### config.mk
export PLATFORM = sky130hd
export DESIGN_NAME = ecpwm_core
export DESIGN_NICKNAME = d
export VERILOG_FILES = /design/src/inc/ecpwm_pkg.sv /design/src/core/ecpwm_core.sv
export SDC_FILE = /design/constraint.sdc
export NUM_CORES = 1
export LEC_CHECK = 0
export BUFFER_PORTS_ARGS = -buffer_cell sky130_fd_sc_hd__buf_2
export CORE_ASPECT_RATIO = 0.8
export CORE_MARGIN = 2
export CORE_UTILIZATION = 25
export DETAILED_ROUTE_END_ITERATION = 8
export SLEW_MARGIN = 30
export SYNTH_ARGS = -nofsm -noshare
export SYNTH_HDL_FRONTEND = slang
export SYNTH_SLANG_ARGS = --single-unit
### constraint.sdc
create_clock -name i_clk_sys -period 8.2 [get_ports i_clk_sys]
set_input_delay 0 -clock i_clk_sys [delete_from_list [all_inputs] [get_ports i_clk_sys]]
set_output_delay 0 -clock i_clk_sys [all_outputs]
set_load 0.1 [all_outputs]
### src/inc/ecpwm_pkg.sv
// Purpose: Shared constants for the enhanced capture/compare/PWM unit
// Assumes: One system clock, each enabled cycle counts as one oscillator period
// Notes: Byte addresses on a 32-bit Avalon-MM slave, data in the low bits
package ecpwm_pkg;
  // ---------------------------------------------------------------
  // Register map
  // ---------------------------------------------------------------
  localparam logic [4:0] ADDR_MODE_CTRL = 5'h00; // Mode control
  localparam logic [4:0] ADDR_DUTY_BUF = 5'h04; // Duty buffer, upper eight bits
  localparam logic [4:0] ADDR_PERIOD = 5'h08; // Period register
  localparam logic [4:0] ADDR_DEADBAND = 5'h0c; // Dead-band delay
  localparam logic [4:0] ADDR_COMPARE = 5'h10; // Compare value
  localparam logic [4:0] ADDR_CAPTURE = 5'h14; // Captured timer value
  localparam logic [4:0] ADDR_STATUS = 5'h18; // Flag, run state, period timer
  localparam logic [4:0] ADDR_TIMER_CTRL = 5'h1c; // Prescale and timer select
  localparam logic [7:0] MODE_CTRL_RESET = 8'h00; // Control reset value
  // Status fields
  localparam int STAT_FLAG_BIT = 0;
  localparam int STAT_RUN_BIT = 1;
  localparam int STAT_TIMER_LSB = 8;
  localparam int TCTRL_SEL_BIT = 2; // Timer three when set
  // ---------------------------------------------------------------
  // Mode select and output configuration codes
  // ---------------------------------------------------------------
  localparam logic [3:0] MODE_OFF = 4'h0;
  localparam logic [3:0] MODE_CMP_TOGGLE = 4'h2;
  localparam logic [3:0] MODE_CAP_FALL = 4'h4;
  localparam logic [3:0] MODE_CAP_RISE = 4'h5;
  localparam logic [3:0] MODE_CAP_RISE4 = 4'h6;
  localparam logic [3:0] MODE_CAP_RISE16 = 4'h7;
  localparam logic [3:0] MODE_CMP_SET = 4'h8;
  localparam logic [3:0] MODE_CMP_CLR = 4'h9;
  localparam logic [3:0] MODE_CMP_SOFT = 4'ha;
  localparam logic [3:0] MODE_CMP_SPECIAL = 4'hb;
  localparam logic [1:0] MODE_HI_PWM = 2'h3; // Upper two mode bits in PWM
  typedef enum logic [1:0] {
    ECPWM_CFG_SINGLE = 2'b00,
    ECPWM_CFG_FWD = 2'b01,
    ECPWM_CFG_HALF = 2'b10,
    ECPWM_CFG_REV = 2'b11
  } ecpwm_cfg_type;
  // ---------------------------------------------------------------
  // Timing
  // ---------------------------------------------------------------
  localparam int OSC_PER_INSTR = 4; // Oscillator periods per instruction cycle
  localparam logic [5:0] PRE_LIM_1 = 6'h03; // Prescale 1: 4 periods per tick
  localparam logic [5:0] PRE_LIM_4 = 6'h0f; // Prescale 4
  localparam logic [5:0] PRE_LIM_16 = 6'h3f; // Prescale 16
  localparam logic [3:0] CAP_DIV4_LAST = 4'h3;
  localparam logic [3:0] CAP_DIV16_LAST = 4'hf;
endpackage

### src/core/ecpwm_core.sv
// Purpose: Mode decode, capture, compare and enhanced PWM output logic
// Assumes: Timers one and three count outside, their values arrive here
// Notes: Avalon-MM slave with one wait state on every access
//
// Design decisions made here: the address map and register access over Avalon-MM.

module ecpwm_core #(
  parameter int TMR_W = 16 // Width of timers one and three
) (
  // Clock, reset, enable
  input wire logic i_clk_sys,
  input wire logic i_rst,
  input wire logic i_ce,
  // Avalon-MM slave
  input wire logic [4:0] i_avs_address,
  input wire logic i_avs_read,
  input wire logic i_avs_write,
  input wire logic [31:0] i_avs_writedata,
  input wire logic [3:0] i_avs_byteenable,
  output logic [31:0] o_avs_readdata,
  output logic o_avs_waitrequest,
  // Time bases and capture pin
  input wire logic [TMR_W-1:0] i_timer_one_pair_value,
  input wire logic [TMR_W-1:0] i_timer_three_pair_value,
  input wire logic i_capture_pin,
  // Special event and unit flag
  output logic o_timer_one_pair_reset,
  output logic o_timer_three_pair_reset,
  output logic o_adc_start,
  output logic o_flag,
  // Output pins, enable high when the unit drives the pin
  output logic o_out_a,
  output logic o_out_b,
  output logic o_out_c,
  output logic o_out_d,
  output logic o_en_a,
  output logic o_en_b,
  output logic o_en_c,
  output logic o_en_d
);
  // ---------------------------------------------------------------
  // Elaboration check
  // ---------------------------------------------------------------
  if (TMR_W < 2 || TMR_W > 16) begin : g_bad_width
    $error("TMR_W must lie in 2..16");
  end

  // ---------------------------------------------------------------
  // Registers and bus
  // ---------------------------------------------------------------
  logic [7:0] ctrl_q; // Mode control
  logic [7:0] duty_buf_q; // Duty buffer
  logic [7:0] period_q; // Period register
  logic [6:0] db_cfg_q; // Dead-band delay in instruction cycles
  logic [TMR_W-1:0] cmp_q; // Compare value
  logic [TMR_W-1:0] cap_q; // Captured value
  logic [2:0] tctrl_q; // Prescale select and timer select
  logic flag_q; // Sticky unit interrupt flag
  logic ack_q; // Access answered this cycle
  logic req; // Access pending
  logic wr_go; // Write takes effect
  logic ctrl_wr; // Mode control written
  logic [3:0] mode;
  logic pwm_mode;
  logic [TMR_W-1:0] tbase;

  assign req = i_avs_read | i_avs_write;
  assign o_avs_waitrequest = req & ~ack_q;
  // A write lands only at the edge where the master sees waitrequest low
  assign wr_go = i_ce & i_avs_write & ack_q & (i_avs_address == ecpwm_pkg::ADDR_MODE_CTRL
    | i_avs_address == ecpwm_pkg::ADDR_DUTY_BUF | i_avs_address == ecpwm_pkg::ADDR_PERIOD
    | i_avs_address == ecpwm_pkg::ADDR_DEADBAND | i_avs_address == ecpwm_pkg::ADDR_COMPARE
    | i_avs_address == ecpwm_pkg::ADDR_STATUS | i_avs_address == ecpwm_pkg::ADDR_TIMER_CTRL);
  assign ctrl_wr = wr_go & i_avs_byteenable[0] & (i_avs_address == ecpwm_pkg::ADDR_MODE_CTRL);
  assign mode = ctrl_q[3:0];
  assign pwm_mode = (ctrl_q[3:2] == ecpwm_pkg::MODE_HI_PWM);
  // Capture and compare run on timer one or three
  assign tbase = tctrl_q[ecpwm_pkg::TCTRL_SEL_BIT] ? i_timer_three_pair_value : i_timer_one_pair_value;

  // One wait state, then the answer
  always_ff @(posedge i_clk_sys or posedge i_rst) begin
    if (i_rst) begin
      ack_q <= 1'b0;
    end else if (i_ce) begin
      ack_q <= req & ~ack_q;
    end
  end

  // Software-written registers, byte lane 0 (lane 1 for compare high byte)
  always_ff @(posedge i_clk_sys or posedge i_rst) begin
    if (i_rst) begin
      ctrl_q <= ecpwm_pkg::MODE_CTRL_RESET;
      duty_buf_q <= 8'h00;
      period_q <= 8'h00;
      db_cfg_q <= 7'h00;
      cmp_q <= '0;
      tctrl_q <= 3'h0;
    end else if (wr_go) begin
      unique case (i_avs_address)
        ecpwm_pkg::ADDR_MODE_CTRL: if (i_avs_byteenable[0]) ctrl_q <= i_avs_writedata[7:0];
        ecpwm_pkg::ADDR_DUTY_BUF: if (i_avs_byteenable[0]) duty_buf_q <= i_avs_writedata[7:0];
        ecpwm_pkg::ADDR_PERIOD: if (i_avs_byteenable[0]) period_q <= i_avs_writedata[7:0];
        ecpwm_pkg::ADDR_DEADBAND: if (i_avs_byteenable[0]) db_cfg_q <= i_avs_writedata[6:0];
        ecpwm_pkg::ADDR_COMPARE: begin
          for (int i = 0; i < TMR_W; i++) begin
            if (i_avs_byteenable[i/8]) cmp_q[i] <= i_avs_writedata[i];
          end
        end
        ecpwm_pkg::ADDR_TIMER_CTRL: if (i_avs_byteenable[0]) tctrl_q <= i_avs_writedata[2:0];
        default: ; // Status writes handled with the flag
      endcase
    end
  end

  // ---------------------------------------------------------------
  // Capture input: two-stage synchroniser, then edges
  // ---------------------------------------------------------------
  logic cap_meta_q;
  logic cap_sync_q;
  logic cap_prev_q;
  logic [3:0] cap_div_q; // Rising edges seen since mode entry
  logic cap_rise;
  logic cap_fall;
  logic cap_event;

  always_ff @(posedge i_clk_sys or posedge i_rst) begin
    if (i_rst) begin
      cap_meta_q <= 1'b0;
      cap_sync_q <= 1'b0;
      cap_prev_q <= 1'b0;
    end else if (i_ce) begin
      cap_meta_q <= i_capture_pin;
      cap_sync_q <= cap_meta_q;
      cap_prev_q <= cap_sync_q;
    end
  end

  assign cap_rise = cap_sync_q & ~cap_prev_q;
  assign cap_fall = ~cap_sync_q & cap_prev_q;

  // Edge selection per capture mode
  always_comb begin
    unique case (mode)
      ecpwm_pkg::MODE_CAP_FALL: cap_event = cap_fall;
      ecpwm_pkg::MODE_CAP_RISE: cap_event = cap_rise;
      ecpwm_pkg::MODE_CAP_RISE4: cap_event = cap_rise
        & (cap_div_q[1:0] == ecpwm_pkg::CAP_DIV4_LAST[1:0]);
      ecpwm_pkg::MODE_CAP_RISE16: cap_event = cap_rise & (cap_div_q == ecpwm_pkg::CAP_DIV16_LAST);
      default: cap_event = 1'b0;
    endcase
  end

  // Edge divider restarts on every mode write so the count is clean
  always_ff @(posedge i_clk_sys or posedge i_rst) begin
    if (i_rst) begin
      cap_div_q <= 4'h0;
      cap_q <= '0;
    end else if (i_ce) begin
      if (ctrl_wr) begin
        cap_div_q <= 4'h0;
      end else if (cap_rise) begin
        cap_div_q <= cap_div_q + 4'h1;
      end
      if (mode == ecpwm_pkg::MODE_OFF) begin
        cap_q <= '0;
      end else if (cap_event) begin
        cap_q <= tbase;
      end
    end
  end

  // ---------------------------------------------------------------
  // Compare and special event
  // ---------------------------------------------------------------
  logic match_q; // Match seen last cycle, one event per match
  logic match_rise;
  logic cmp_mode;
  logic cmp_pin_q; // Compare output level
  logic flag_set;

  assign cmp_mode = (mode == ecpwm_pkg::MODE_CMP_TOGGLE) | (mode[3:2] == 2'b10);
  assign match_rise = cmp_mode & (cmp_q == tbase) & ~match_q;
  assign flag_set = match_rise | cap_event;

  always_ff @(posedge i_clk_sys or posedge i_rst) begin
    if (i_rst) begin
      match_q <= 1'b0;
      cmp_pin_q <= 1'b0;
    end else if (i_ce) begin
      match_q <= cmp_mode & (cmp_q == tbase);
      if (ctrl_wr) begin
        // Initial pin level taken on entry to a compare mode
        cmp_pin_q <= (i_avs_writedata[3:0] == ecpwm_pkg::MODE_CMP_CLR);
      end else if (match_rise) begin
        unique case (mode)
          ecpwm_pkg::MODE_CMP_TOGGLE: cmp_pin_q <= ~cmp_pin_q;
          ecpwm_pkg::MODE_CMP_SET: cmp_pin_q <= 1'b1;
          ecpwm_pkg::MODE_CMP_CLR: cmp_pin_q <= 1'b0;
          default: ; // Software-only and special event leave the pin alone
        endcase
      end
    end
  end

  // Special event pulses; the converter must already be enabled by software
  always_ff @(posedge i_clk_sys or posedge i_rst) begin
    if (i_rst) begin
      o_timer_one_pair_reset <= 1'b0;
      o_timer_three_pair_reset <= 1'b0;
      o_adc_start <= 1'b0;
    end else if (i_ce) begin
      o_timer_one_pair_reset <= match_rise & (mode == ecpwm_pkg::MODE_CMP_SPECIAL)
        & ~tctrl_q[ecpwm_pkg::TCTRL_SEL_BIT];
      o_timer_three_pair_reset <= match_rise & (mode == ecpwm_pkg::MODE_CMP_SPECIAL)
        & tctrl_q[ecpwm_pkg::TCTRL_SEL_BIT];
      o_adc_start <= match_rise & (mode == ecpwm_pkg::MODE_CMP_SPECIAL);
    end
  end

  // Sticky flag, write one to clear; a new event beats the clear
  always_ff @(posedge i_clk_sys or posedge i_rst) begin
    if (i_rst) begin
      flag_q <= 1'b0;
    end else if (i_ce) begin
      if (flag_set) begin
        flag_q <= 1'b1;
      end else if (wr_go & i_avs_byteenable[0] & (i_avs_address == ecpwm_pkg::ADDR_STATUS)
          & i_avs_writedata[ecpwm_pkg::STAT_FLAG_BIT]) begin
        flag_q <= 1'b0;
      end
    end
  end
  assign o_flag = flag_q;

  // ---------------------------------------------------------------
  // Period timer with prescaler; postscaler is not part of this path
  // ---------------------------------------------------------------
  logic [5:0] pre_cnt_q; // Oscillator periods within one timer tick
  logic [7:0] tmr_q; // Period timer
  logic [5:0] pre_lim;
  logic [1:0] low2; // Quarter-cycle or prescaler bits
  logic tick;
  logic boundary;

  always_comb begin
    unique case (tctrl_q[1:0])
      2'b00: begin
        pre_lim = ecpwm_pkg::PRE_LIM_1;
        low2 = pre_cnt_q[1:0];
      end
      2'b01: begin
        pre_lim = ecpwm_pkg::PRE_LIM_4;
        low2 = pre_cnt_q[3:2];
      end
      default: begin
        pre_lim = ecpwm_pkg::PRE_LIM_16;
        low2 = pre_cnt_q[5:4];
      end
    endcase
  end

  assign tick = (pre_cnt_q == pre_lim);
  assign boundary = pwm_mode & tick & (tmr_q == period_q);

  always_ff @(posedge i_clk_sys or posedge i_rst) begin
    if (i_rst) begin
      pre_cnt_q <= 6'h00;
      tmr_q <= 8'h00;
    end else if (i_ce) begin
      if (!pwm_mode) begin
        pre_cnt_q <= 6'h00;
        tmr_q <= 8'h00;
      end else begin
        pre_cnt_q <= tick ? 6'h00 : pre_cnt_q + 6'h01;
        if (boundary) begin
          tmr_q <= 8'h00;
        end else if (tick) begin
          tmr_q <= tmr_q + 8'h01;
        end
      end
    end
  end

  // ---------------------------------------------------------------
  // PWM core with double-buffered settings
  // ---------------------------------------------------------------
  logic run_q; // Running after first period boundary
  logic [9:0] duty_act_q; // Active ten-bit duty
  logic [1:0] cfg_act_q; // Active output configuration
  logic [1:0] pol_act_q; // Active polarity, bit 1 for A/C, bit 0 for B/D
  logic [6:0] db_act_q; // Active dead-band delay
  logic [6:0] db_cnt_q; // Remaining dead time
  logic lvl_q; // Modulated level, active high
  logic lvl_prev_q;
  logic lvl; // Modulated level seen by the pins
  logic [9:0] duty_next;
  logic duty_hit;

  assign duty_next = {duty_buf_q, ctrl_q[5:4]};
  assign duty_hit = run_q & ({tmr_q, low2} == duty_act_q);
  // Level drops in the very cycle the count reaches the duty value
  assign lvl = lvl_q & ~duty_hit;

  always_ff @(posedge i_clk_sys or posedge i_rst) begin
    if (i_rst) begin
      run_q <= 1'b0;
      duty_act_q <= 10'h000;
      cfg_act_q <= 2'h0;
      pol_act_q <= 2'h0;
      lvl_q <= 1'b0;
    end else if (i_ce) begin
      if (!pwm_mode) begin
        run_q <= 1'b0;
        lvl_q <= 1'b0;
      end else if (boundary) begin
        run_q <= 1'b1;
        duty_act_q <= duty_next;
        cfg_act_q <= ctrl_q[7:6];
        pol_act_q <= ctrl_q[1:0];
        lvl_q <= (duty_next != 10'h000);
      end else if (duty_hit) begin
        lvl_q <= 1'b0;
      end
    end
  end

  // Dead time counted in instruction cycles after each level change
  always_ff @(posedge i_clk_sys or posedge i_rst) begin
    if (i_rst) begin
      db_act_q <= 7'h00;
      db_cnt_q <= 7'h00;
      lvl_prev_q <= 1'b0;
    end else if (i_ce) begin
      lvl_prev_q <= lvl;
      if (boundary | duty_hit) begin
        db_act_q <= db_cfg_q;
      end
      if (lvl != lvl_prev_q) begin
        db_cnt_q <= db_act_q;
      end else if (db_cnt_q != 7'h00 && pre_cnt_q[1:0] == 2'(ecpwm_pkg::OSC_PER_INSTR - 1)) begin
        db_cnt_q <= db_cnt_q - 7'h01;
      end
    end
  end

  // ---------------------------------------------------------------
  // Output steering: logical active levels, then polarity
  // ---------------------------------------------------------------
  logic [3:0] act_d; // Active levels A..D, bit 0 is A
  logic [3:0] en_d;
  logic dead;

  // Dead time also covers the change cycle itself, so neither half-bridge output turns on early
  assign dead = (db_cnt_q != 7'h00) | ((lvl != lvl_prev_q) & (db_act_q != 7'h00));

  always_comb begin
    act_d = 4'h0;
    en_d = 4'h0;
    if (pwm_mode && run_q) begin
      unique case (ecpwm_pkg::ecpwm_cfg_type'(cfg_act_q))
        ecpwm_pkg::ECPWM_CFG_SINGLE: begin
          act_d = {3'b000, lvl};
          en_d = 4'b0001;
        end
        ecpwm_pkg::ECPWM_CFG_FWD: begin
          act_d = {lvl, 2'b00, 1'b1};
          en_d = 4'b1111;
        end
        ecpwm_pkg::ECPWM_CFG_HALF: begin
          act_d = {2'b00, ~lvl & ~dead, lvl & ~dead};
          en_d = 4'b0011;
        end
        ecpwm_pkg::ECPWM_CFG_REV: begin
          act_d = {2'b01, lvl, 1'b0};
          en_d = 4'b1111;
        end
      endcase
    end else if (pwm_mode) begin
      // Waiting for first boundary: pin A driven inactive, pins B-D left to the port
      en_d = 4'b0001;
    end else if (cmp_mode && mode != ecpwm_pkg::MODE_CMP_SOFT) begin
      act_d = {3'b000, cmp_pin_q};
      en_d = 4'b0001;
    end
    // Off, reserved and capture modes leave every pin to the port
  end

  // Registered pins with pair polarity
  always_ff @(posedge i_clk_sys or posedge i_rst) begin
    if (i_rst) begin
      o_out_a <= 1'b0;
      o_out_b <= 1'b0;
      o_out_c <= 1'b0;
      o_out_d <= 1'b0;
      o_en_a <= 1'b0;
      o_en_b <= 1'b0;
      o_en_c <= 1'b0;
      o_en_d <= 1'b0;
    end else if (i_ce) begin
      o_out_a <= act_d[0] ^ (pwm_mode & pol_act_q[1]);
      o_out_b <= act_d[1] ^ (pwm_mode & pol_act_q[0]);
      o_out_c <= act_d[2] ^ (pwm_mode & pol_act_q[1]);
      o_out_d <= act_d[3] ^ (pwm_mode & pol_act_q[0]);
      o_en_a <= en_d[0];
      o_en_b <= en_d[1];
      o_en_c <= en_d[2];
      o_en_d <= en_d[3];
    end
  end

  // ---------------------------------------------------------------
  // Read data, registered in the wait state for the answer
  // ---------------------------------------------------------------
  always_ff @(posedge i_clk_sys or posedge i_rst) begin
    if (i_rst) begin
      o_avs_readdata <= 32'h0000_0000;
    end else if (i_ce && i_avs_read && !ack_q) begin
      o_avs_readdata <= 32'h0000_0000; // Unmapped reads as zero
      unique case (i_avs_address)
        ecpwm_pkg::ADDR_MODE_CTRL: o_avs_readdata[7:0] <= ctrl_q;
        ecpwm_pkg::ADDR_DUTY_BUF: o_avs_readdata[7:0] <= duty_buf_q;
        ecpwm_pkg::ADDR_PERIOD: o_avs_readdata[7:0] <= period_q;
        ecpwm_pkg::ADDR_DEADBAND: o_avs_readdata[6:0] <= db_cfg_q;
        ecpwm_pkg::ADDR_COMPARE: o_avs_readdata[TMR_W-1:0] <= cmp_q;
        ecpwm_pkg::ADDR_CAPTURE: o_avs_readdata[TMR_W-1:0] <= cap_q;
        ecpwm_pkg::ADDR_STATUS: begin
          o_avs_readdata[ecpwm_pkg::STAT_FLAG_BIT] <= flag_q;
          o_avs_readdata[ecpwm_pkg::STAT_RUN_BIT] <= run_q;
          o_avs_readdata[ecpwm_pkg::STAT_TIMER_LSB +: 8] <= tmr_q;
        end
        ecpwm_pkg::ADDR_TIMER_CTRL: o_avs_readdata[2:0] <= tctrl_q;
        default: ;
      endcase
    end
  end
endmodule

==> qor.yml <==
cp-start-kind: "register"
htreeDepth: 4
drv_slew: 0
worst_path_largest_cell_delay_ps: 660
clock_latency_ps: 430
drv_cap: 0
first_pass_iters: 5
die_h_um: 161
routed_wl_um: 21000
tns_ps: 0
viasPerCell: 4.71
vias: 5882
place_hpwl_um: 15400
port-buffer-count: 89
ctsResizeCount: 0
setup_viol: 0
cts-buffers-inserted: 17
worst_slew_pin_slew_ps: 866
synth_cell_type_count: 61
final_common_cell: "dfrtp_1"
ys_seq_elements: 148
coreArea_um2: 30400
synth_top_cells_by_area: "dfrtp_1 48%, mux2_2 11%, mux2i_1 4.0%"
yosysTopAreaCellShare: 0.479
cp_cell_sequence: "xor2_2 -> nor4_4 -> nand3_2 -> o41ai_4 -> xor2_1 -> a21oi_1 -> o211a_1"
grt_pass1_wl_um: 33300
synth_edf_count: 0
cts_buffer_depth: 2
first_iter_violations: 456
p_leak_nw: 4.38
multi_input_area_um2: 3740
fin_area_um2: 9360
post-route-min-period_ps: 3080
cp.depth: 7
worstPathArrival_ps: 3390
status: "finished, final reports clean"
cts_sinks: 148
initial_core_util: 0.254
ff2ff_path_depth: 7
die-area_um2: 32300
placed_area_um2: 8520
gp_routability_congestion: 0.839
num_rows: 57
endpoint_kind: "register"
drive_gt1_frac: 0.263
crit_buf_inv: 0
nNetsFinal: 905
grt_remaining_overflow: 0
powerDensity_nw_per_um2: 199
synth_largest_area_cell: "dfrtp_1"
rsz0062_at_grt: "false"
dieWidth_um: 201
root_buffer: "clkbuf_16"
grt_start_max_net_pins: 83
clk_pin_slew_ps: 60
relSlewSlack: 0.421
final_cell_mix: "148 x dfrtp_1, 89 x buf_2, 80 x nand2_1"
synth-async-reset-ratio: 1.00
cpLargestDelayFamily: "compound AO/OA/AOI/OAI gates"
fin_crit_sh: 0.376
min_path_type: "input port to register"
syn_inst: 730
antenna_left: 0
irDropWorstVdd_mv: 0.138
syn_to_final_growth_pct: 21.2
grt_pass1_vias: 5708
avgSynthCellArea_um2: 10.6
critPathSlowestCell: "xor2_1"
synth_ff_type: "dfrtp_1"
worstPathRequired_ps: 8510
syn-cell-area_um2: 7730
cts_tree: "done"
wl_per_cell_um: 16.8
grt_usage: 0.132
drc: 0
fmax_mhz: 324
holdPathStages: 3
critPathKind: "register to register"
path_max_fanout: 11
seq_area_um2: 3700
fin_worst_skew_ps: 6.14
io_pins: 124
ys.warnings.count: 0
hold_violations: 0
antenna_found_initial: 1
ys_seq_area_frac: 0.479
fill_cells: 3212
[through the flow]
stage | utilization | instances | setup slack, ps | total power (W) | hold slack (ps)
floorplan | - | 745 | 4220 | 0.000978 | 117
global placement | 0.280 | 1193 | 5210 | 0.00103 | 200
detailed placement | 0.280 | 1194 | 5180 | 0.00104 | 203
CTS | 0.308 | 1246 | 5150 | 0.00187 | 5.22
global route | 0.308 | 1248 | 4910 | 0.00193 | 20.8
finish | 0.308 | 1248 | 5120 | 0.00186 | 12.6
[metal layers]
| layer | part of all wire | up-vias | track usage |
|---|---|---|---|
| li1 | - | 2786 | - |
| met1 | 0.47 | 2907 | 0.186 |
| met2 | 0.46 | 163 | 0.203 |
| met3 | 0.051 | 26 | 0.0311 |
| met4 | 0.017 | 0 | 0.0374 |
| met5 | 0 | - | 0 |
[what timing repair did]
item / CTS / global route
hold buffers: 20 / 0
hold endpoints to repair: 133 / 0
buffers inserted: 0 / 0
[tightest hold or removal path, stage by stage]
cell	delay [ps]
buf_2	70
mux2i_1	90
o31ai_1	240
[final cells by class]
| class | count | share of cell area |
|---|---|---|
| diodes | 1 | 0.000267 |
| clock buffers | 18 | 0.0469 |
| clock inverters | 14 | 0.0198 |
| inverters | 15 | 0.00655 |
| multi-input cells | 522 | 0.399 |
| flip-flops and latches | 148 | 0.396 |
| well taps | 413 | 0.0552 |
| repair buffers | 117 | 0.0766 |
[cells by family after synthesis]
| logic type | synth area share |
|---|---|
| compound gates | 0.120 |
| xor+xnor | 0.0597 |
| fa+ha+maj | 0.00809 |
| buf+inv | 0.0471 |
| flops | 0.479 |
| mux | 0.152 |
| other cells | 0.000485 |
| simple gates | 0.133 |
[path summary, 6_finish.rpt]
kind | from | end | slack, ps
min in group asynchronous | i_rst | cmp_q[0] | 290
max in group asynchronous | i_rst | pre_cnt_q[3] | 6820
worst min-delay path | i_timer_one_pair_value[11] | cap_q[11] | 10
worst max-delay path | tmr_q[2] | db_cnt_q[0] | 5120
worst max register to register | tmr_q[2] | db_cnt_q[0] | 5120
worst min register to register | cap_q[11] | cap_q[11] | 470
[cells in the mapped netlist, types with 2 or more instances]
library cell,n
clkbuf_1,34
xor2_2,2
a22oi_1,7
nand3b_1,3
buf_1,3
o221ai_1,2
buf_4,19
or3_1,4
buf_2,3
a211oi_1,6
nand2_1,80
nor4_1,12
o21ai_1,2
nor3b_1,3
nor3_2,2
nor2b_1,5
nand4_1,11
nor3_1,12
mux2i_1,31
o21ai_0,37
a21oi_1,14
xnor2_1,35
a31oi_1,3
and3_1,5
nand2b_1,3
o2bb2ai_1,4
a311oi_1,2
nand3_1,23
o31ai_1,20
nor2_1,38
inv_1,15
ha_1,5
dfrtp_1,148
or4_1,2
xor2_1,14
o211a_1,4
a221oi_1,4
mux2_2,77
and2_1,3
a22o_1,12
[state kept, by name (all words and copies together), names as in the netlist, 4 cells and up]
| signal | count |
|---|---|
| db_cfg_q | 7 |
| db_cnt_q | 7 |
| cmp_q | 16 |
| ctrl_q | 8 |
| o_avs_readdata | 16 |
| pre_cnt_q | 6 |
| period_q | 8 |
| duty_act_q | 10 |
| cap_div_q | 4 |
| tmr_q | 8 |
| db_act_q | 7 |
| duty_buf_q | 8 |
| cap_q | 16 |
[report_power, final]
part / internal [W] / switching [W] / total [W]
sequential: 0.000769 / 0.0000320 / 0.000801
combinational: 0.0000691 / 0.000162 / 0.000231
clock: 0.000515 / 0.000313 / 0.000828
No activity file was read; power rests on OpenSTA's default activity.
